$ cat src/logic/bas_pkg.sv
package bas_pkg;
  // Operation select codes from the instruction decoder
  typedef enum logic [2:0] {
    BAS_OP_NONE,
    BAS_OP_LITERAL_MINUS_ACC,
    BAS_OP_LITERAL_XOR_ACC,
    BAS_OP_REG_MINUS_ACC,
    BAS_OP_REG_XOR_ACC,
    BAS_OP_NIBBLE_EXCHANGE
  } bas_op_e;

  localparam int BAS_DATA_W = 8;
  localparam int BAS_ADDR_W = 7;
  localparam int BAS_NIB_LO_MSB = 3;
  localparam int BAS_NIB_HI_LSB = 4;
  localparam int BAS_REG_DEPTH = 128;
  localparam logic [7:0] BAS_ACC_RESET = 8'h00;
  localparam logic BAS_FLAG_RESET = 1'b0;
  localparam logic BAS_DEST_ACC = 1'b0;
  localparam logic BAS_DEST_REG = 1'b1;
  localparam logic [7:0] BAS_ZERO_BYTE = 8'h00;
endpackage

$ cat src/logic/bas_regfile.sv
`timescale 1ns/1ps
// Register file, 128 bytes, registered read port
module bas_regfile
  import bas_pkg::*;
(
  input wire logic ref_clk_i,
  input wire logic [BAS_ADDR_W-1:0] rd_addr_i,
  output logic [BAS_DATA_W-1:0] rd_data_o,
  input wire logic wr_en_i,
  input wire logic [BAS_ADDR_W-1:0] wr_addr_i,
  input wire logic [BAS_DATA_W-1:0] wr_data_i
);
  // Power-up contents cleared so that register operands are never unknown
  logic [BAS_DATA_W-1:0] mem [BAS_REG_DEPTH] = '{default: BAS_ZERO_BYTE};

  // Write port
  always_ff @(posedge ref_clk_i) begin
    if (wr_en_i) begin
      mem[wr_addr_i] <= wr_data_i;
    end
  end

  // Registered read
  always_ff @(posedge ref_clk_i) begin
    rd_data_o <= mem[rd_addr_i];
  end
endmodule // bas_regfile

$ cat src/logic/bas_alu.sv
`timescale 1ns/1ps
// Overview of operation
// - Literal-minus-acc puts literal minus accumulator in the accumulator and updates all three flags.
// - Literal-xor-acc puts accumulator xor literal in the accumulator and updates only the zero flag.
// - Reg-minus-acc subtracts the accumulator from the addressed register and updates all three flags.
// - Reg-minus-acc sends the difference to the accumulator when target is 0, else to the register.
// - Reg-xor-acc xors the accumulator with the addressed register and updates only the zero flag.
// - Reg-xor-acc sends the result to the accumulator when target is 0, else to the register.
// - Nibble exchange swaps the register's nibbles and leaves every flag unchanged.
// - Nibble exchange sends the swapped byte to the accumulator when target is 0, else to the register.
module bas_alu
  import bas_pkg::*;
(
  input wire logic ref_clk_i,
  input wire logic reset_n_i,
  input wire logic op_valid_i,
  input wire bas_op_e op_i,
  input wire logic [BAS_DATA_W-1:0] imm_value_i,
  input wire logic [BAS_ADDR_W-1:0] reg_operand_i,
  input wire logic result_target_i,
  input wire logic [BAS_ADDR_W-1:0] peek_addr_i,
  output logic [BAS_DATA_W-1:0] peek_data_o,
  output logic [BAS_DATA_W-1:0] accumulator_o,
  output logic borrow_out_flag_o,
  output logic nibble_borrow_flag_o,
  output logic result_null_flag_o,
  output logic busy_o,
  output logic done_o
);
  typedef enum logic [1:0] {
    BAS_ST_IDLE,
    BAS_ST_READ,
    BAS_ST_EXEC
  } bas_state_e;

  bas_state_e state;
  bas_op_e op_hold;
  logic [BAS_DATA_W-1:0] imm_hold;
  logic [BAS_ADDR_W-1:0] addr_hold;
  logic target_hold;
  logic [BAS_DATA_W-1:0] accumulator;
  logic borrow_out_flag;
  logic nibble_borrow_flag;
  logic result_null_flag;
  logic done;
  logic [BAS_DATA_W-1:0] reg_data;
  logic [BAS_ADDR_W-1:0] rd_addr;
  logic wr_en;
  logic [BAS_DATA_W-1:0] next_result;
  logic [BAS_DATA_W-1:0] operand;
  logic [BAS_DATA_W:0] diff;
  logic [BAS_NIB_HI_LSB:0] diff_lo;
  logic is_sub;
  logic is_xor;
  logic to_reg;

  // True for ops that take a register-file operand
  function automatic logic bas_uses_reg(input bas_op_e op);
    return (op == BAS_OP_REG_MINUS_ACC) || (op == BAS_OP_REG_XOR_ACC) || (op == BAS_OP_NIBBLE_EXCHANGE);
  endfunction

  // Read address: held during execution, else peek port
  assign rd_addr = (state == BAS_ST_IDLE) ? peek_addr_i : addr_hold;

  bas_regfile u_regfile (
    .ref_clk_i(ref_clk_i),
    .rd_addr_i(rd_addr),
    .rd_data_o(reg_data),
    .wr_en_i(wr_en),
    .wr_addr_i(addr_hold),
    .wr_data_i(next_result)
  );

  // Operand select and result computation
  always_comb begin
    operand = bas_uses_reg(op_hold) ? reg_data : imm_hold;
    diff = {1'b0, operand} - {1'b0, accumulator};
    diff_lo = {1'b0, operand[BAS_NIB_LO_MSB:0]} - {1'b0, accumulator[BAS_NIB_LO_MSB:0]};
    is_sub = (op_hold == BAS_OP_LITERAL_MINUS_ACC) || (op_hold == BAS_OP_REG_MINUS_ACC);
    is_xor = (op_hold == BAS_OP_LITERAL_XOR_ACC) || (op_hold == BAS_OP_REG_XOR_ACC);
    case (op_hold)
      BAS_OP_LITERAL_MINUS_ACC, BAS_OP_REG_MINUS_ACC: next_result = diff[BAS_DATA_W-1:0];
      BAS_OP_LITERAL_XOR_ACC, BAS_OP_REG_XOR_ACC: next_result = operand ^ accumulator;
      BAS_OP_NIBBLE_EXCHANGE: next_result = {operand[BAS_NIB_LO_MSB:0], operand[BAS_DATA_W-1:BAS_NIB_HI_LSB]};
      default: next_result = accumulator;
    endcase
  end

  // Register destination only for register ops with target 1
  assign to_reg = bas_uses_reg(op_hold) && (target_hold == BAS_DEST_REG);
  assign wr_en = (state == BAS_ST_EXEC) && to_reg;

  // Sequencer: capture, read operand, execute
  always_ff @(posedge ref_clk_i or negedge reset_n_i) begin
    if (!reset_n_i) begin
      state <= BAS_ST_IDLE;
    end else begin
      case (state)
        BAS_ST_IDLE: begin
          if (op_valid_i && (op_i != BAS_OP_NONE)) begin
            state <= BAS_ST_READ;
          end
        end
        BAS_ST_READ: state <= BAS_ST_EXEC;
        default: state <= BAS_ST_IDLE;
      endcase
    end
  end

  // Instruction capture
  always_ff @(posedge ref_clk_i or negedge reset_n_i) begin
    if (!reset_n_i) begin
      op_hold <= BAS_OP_NONE;
      imm_hold <= BAS_ZERO_BYTE;
      addr_hold <= '0;
      target_hold <= BAS_DEST_ACC;
    end else if (state == BAS_ST_IDLE && op_valid_i) begin
      op_hold <= op_i;
      imm_hold <= imm_value_i;
      addr_hold <= reg_operand_i;
      target_hold <= result_target_i;
    end
  end

  // Accumulator write-back
  always_ff @(posedge ref_clk_i or negedge reset_n_i) begin
    if (!reset_n_i) begin
      accumulator <= BAS_ACC_RESET;
    end else if (state == BAS_ST_EXEC && !to_reg) begin
      accumulator <= next_result;
    end
  end

  // Status flags
  always_ff @(posedge ref_clk_i or negedge reset_n_i) begin
    if (!reset_n_i) begin
      borrow_out_flag <= BAS_FLAG_RESET;
      nibble_borrow_flag <= BAS_FLAG_RESET;
      result_null_flag <= BAS_FLAG_RESET;
    end else if (state == BAS_ST_EXEC) begin
      if (is_sub) begin
        borrow_out_flag <= ~diff[BAS_DATA_W];
        nibble_borrow_flag <= ~diff_lo[BAS_NIB_HI_LSB];
      end
      if (is_sub || is_xor) begin
        result_null_flag <= (next_result == BAS_ZERO_BYTE);
      end
    end
  end

  // Completion pulse
  always_ff @(posedge ref_clk_i or negedge reset_n_i) begin
    if (!reset_n_i) begin
      done <= 1'b0;
    end else begin
      done <= (state == BAS_ST_EXEC);
    end
  end

  assign busy_o = (state != BAS_ST_IDLE);
  assign done_o = done;
  assign accumulator_o = accumulator;
  assign borrow_out_flag_o = borrow_out_flag;
  assign nibble_borrow_flag_o = nibble_borrow_flag;
  assign result_null_flag_o = result_null_flag;
  assign peek_data_o = reg_data;
endmodule // bas_alu

$ cat config.mk
export PLATFORM = sky130hd
export DESIGN_NAME = bas_alu
export DESIGN_NICKNAME = d
export VERILOG_FILES = /design/src/logic/bas_pkg.sv /design/src/logic/bas_regfile.sv /design/src/logic/bas_alu.sv
export SDC_FILE = /design/constraint.sdc
export NUM_CORES = 1
export LEC_CHECK = 0
export ABC_AREA = 0
export BUFFER_PORTS_ARGS = -buffer_cell sky130_fd_sc_hd__buf_2
export CAP_MARGIN = 20
export CORE_ASPECT_RATIO = 1.5
export CORE_UTILIZATION = 30
export CTS_CLUSTER_DIAMETER = 50
export DETAILED_ROUTE_END_ITERATION = 8
export PLACE_DENSITY = 0.51
export SETUP_SLACK_MARGIN = 0.5
export SYNTH_ARGS = -nofsm -noshare
export SYNTH_HDL_FRONTEND = slang
export SYNTH_SLANG_ARGS = --single-unit
$ cat constraint.sdc
create_clock -name ref_clk_i -period 13 [get_ports ref_clk_i]
set_clock_uncertainty 0.05 [all_clocks]
set_input_delay 1.3 -clock ref_clk_i [delete_from_list [all_inputs] [get_ports ref_clk_i]]
set_output_delay 1.3 -clock ref_clk_i [all_outputs]
set_load 0.01 [all_outputs]
==> results.txt <==
RSZ-0062 raised after global routing -> no
Root Buffer -> clkbuf_16
Internal Pwr Total -> 7.19 mW
Multi-input gate area -> 10,700 sq um
Drt total wl -> 117 mm
Mapped Cells -> 2,518
Origin of the critical flop-to-flop path -> op_hold[2]$_DFFE_PN0P_
Critical path endpoint category -> register
Worst slew pin tran -> 1.21 ns
Placed Instance Area -> 45,500 sq um
WS Path Type -> register to register
Synthesis Warnings -> 0
Util after Layout -> 0.341
Total chip power -> 10.5 mW
RR Endpoint -> u_regfile.mem[35][5]$_DFFE_PP_
R2R depth -> 12
Post-Syn Area per Cell -> 17.2 sq um
Die Height -> 467 microns
CTS resizes -> 0
Hold Path Class -> register to register
Crit-path max FO -> 101
Slew margin rel. -> 0.195
Final Cell Area -> 48,700 sq um
CTS tree -> built
H-tree levels -> 3
Hold path startpoint -> imm_hold[2]$_DFFE_PN0P_
Max-Cap Viols -> 0
Worst Path Required -> 13.26 ns
Arrival time worst endpoint -> 6.47 ns
Clk pin slew, worst setup/hold paths -> 0.06 ns
Peak supply drop -> 0.179 mV
Nets -> 2,625
Initial antenna violation count -> 9
Effective utilization at floorplan -> 0.302
Tmin final -> 6.21 ns
Most common cell after layout, fill and taps aside -> edfxtp_1
Net Sw Frac -> 0.317
Row count -> 170
Outcome -> complete, no violations
Share of layout cells above drive strength 1 -> 0.245
Syn Nets -> 2,559
Worst hold stages -> 1
Pre-antenna DRT Iters -> 5
Clock tree buffer depth -> 3
All-Layer GR Usage -> 0.157
TritonCTS buffer count -> 99
Clk_lat worst skew -> 0.70 ns
Final Hold Fails -> 0
First-pass GRT wire length -> 167 mm
Main synth FF type -> edfxtp_1
Period utilization -> 0.477
FF/Latch Area -> 31,700 sq um
Pins Over Slew Limit -> 0
Port bufs -> 49
Global route total overflow -> 0
Drt wl/cell -> 25.6 microns
Worst setup SP type -> register
Combinational power share -> 0.247
# fillers -> 13,462
Cell variety after synth -> 64
Largest net degree at the start of global routing -> 146
Core area -> 143,000 sq um
# hold bufs at CTS -> 0
Flops & latches, synth -> 1,065
Area Overhead vs Synth -> 12.7%
Drt initial violations -> 1,737
Die area -> 146,000 sq um
Pwr Density -> 216 nW/um^2
Async set-or-reset flop fraction in the synthesized netlist -> 0.0310
Gpl congestion -> 0.809
Clk pwr share -> 0.280
Vias in the first global route -> 23,569
Setup TNS -> 0 ns
Hold endpoint -> imm_hold[2]$_DFFE_PN0P_
Most frequent cells in the layout -> 1,024 x edfxtp_1, 363 x mux2_2, 257 x o22ai_1
Setup violations, final -> 0
Antenna viol nets, final -> 0
Sequential area share after synthesis -> 0.733
Worst R2R Setup Slack -> 6.79 ns
DR DRC count -> 0
Vias -> 22,859
Avg Vias per Cell -> 5.02
NetSw -> 3.34 mW
Sink Count -> 1,065
Post-CTS Setup Inserts -> 0
LEAKAGE -> 15.2 nW
Post-Syn Area -> 43,300 sq um
Seq pwr share -> 0.473
Number of synthesized flops with an enable pin -> 1,024
Top Ports -> 50
Fmax -> 161 MHz
Die Wd -> 312 microns
Hpwl dp -> 73.8 mm
metrics by stage:
stage | hold WS [ns] | worst slack (ns) | instances
after floorplan | 0.425 | 5.58 | 2518
after global placement | 0.450 | 7.16 | 4370
after detailed placement | 0.444 | 6.95 | 4373
after CTS | 0.463 | 6.92 | 4554
after global routing | 0.477 | 6.45 | 4557
final | 0.460 | 6.79 | 4557
worst max path at each step:
stage / startpoint / end / slack [ns] / depth (start not counted)
finish: op_hold[2]$_DFFE_PN0P_ / u_regfile.mem[35][5]$_DFFE_PP_ / 6.79 / 12
global route: op_hold[2]$_DFFE_PN0P_ / u_regfile.mem[32][5]$_DFFE_PP_ / 6.45 / 12
CTS: op_hold[2]$_DFFE_PN0P_ / u_regfile.mem[35][5]$_DFFE_PP_ / 6.92 / 12
detailed placement: op_hold[2]$_DFFE_PN0P_ / u_regfile.mem[124][5]$_DFFE_PP_ / 6.95 / 12
global placement: op_hold[2]$_DFFE_PN0P_ / u_regfile.mem[32][5]$_DFFE_PP_ / 7.16 / 12
floorplan: op_hold[1]$_DFFE_PN0P_ / u_regfile.mem[0][5]$_DFFE_PP_ / 5.58 / 13
registers in the layout, summed over array words and instances, names as in the netlist, 2 cells and up:
register,cells
addr_hold,7
op_hold,3
state,2
imm_hold,8
accumulator_o,8
u_regfile.mem,1024
u_regfile.rd_data_o,8
synth_stat cells, drive strengths merged (2+ instances only):
| library cell | number | area [sq um] |
|---|---|---|
| nor3 | 10 | 55.1 |
| a21o | 4 | 30.0 |
| nand2b | 4 | 25.0 |
| mux2i | 9 | 103 |
| inv | 16 | 60.1 |
| a21oi | 21 | 113 |
| nor4b | 2 | 17.5 |
| o22ai | 259 | 1630 |
| mux2 | 544 | 6180 |
| nand3 | 9 | 45.0 |
| buf | 115 | 840 |
| dfxtp | 8 | 160 |
| nor2 | 156 | 588 |
| o31a | 2 | 17.5 |
| a31oi | 2 | 12.5 |
| a22oi | 3 | 22.5 |
| o221ai | 3 | 26.3 |
| nand3b | 3 | 22.5 |
| and2 | 5 | 31.3 |
| nor2b | 11 | 68.8 |
| nand2 | 42 | 210 |
| o31ai | 2 | 20.0 |
| o21a | 2 | 15.0 |
| nor4 | 9 | 106 |
| edfxtp | 1024 | 30700 |
| ha | 11 | 138 |
| clkbuf | 16 | 63.8 |
| dfrtp | 33 | 826 |
| o21ai | 141 | 706 |
| a211oi | 3 | 22.5 |
| or3b | 2 | 17.5 |
| nand4 | 33 | 206 |
critical path, stage by stage (launching register included):
cell and delay (ns):
dfrtp_1 0.56, inv_1 0.50, nor2_1 0.21, a21oi_1 0.87, mux2_2 0.44, ha_1 0.31
nor2b_1 0.15, o31a_1 0.25, o21ai_0 0.26, nand3b_1 0.16, mux2i_1 0.20, a31oi_4 0.74
buf_4 0.86
cells by family after synthesis:
logic type	synth area share
AOI/OAI and AO/OA	0.0617
muxes	0.145
DFF	0.733
adders and majority gates	0.00364
buffers and inverters	0.0223
and+or+nand+nor	0.0335
xor gates and xnor gates	0.000202
power by group through the flow:
stage	clock (mW)	combinational (mW)	sequential, mW
finish	2.95	2.60	4.98
global route	3.12	2.78	4.99
CTS	3.01	2.65	4.98
detailed placement	0	2.65	5.06
global placement	0	2.56	5.05
floorplan	0	1.52	5.16
routing by layer:
layer | part of all wire | track usage
met1 | 0.39 | 0.178
met2 | 0.53 | 0.292
met3 | 0.046 | 0.0260
met4 | 0.035 | 0.0600
met5 | 0.00088 | 0
final cells by class:
| type | instances | area share |
|---|---|---|
| inverters | 16 | 0.00128 |
| diodes | 1 | 0.0000513 |
| clock buffers | 128 | 0.0548 |
| clock inverters | 53 | 0.0120 |
| well taps | 1892 | 0.0486 |
| multi-input cells | 1306 | 0.220 |
| flip-flops and latches | 1065 | 0.651 |
| repair buffers | 96 | 0.0127 |
(Power assumes the default switching activity.)
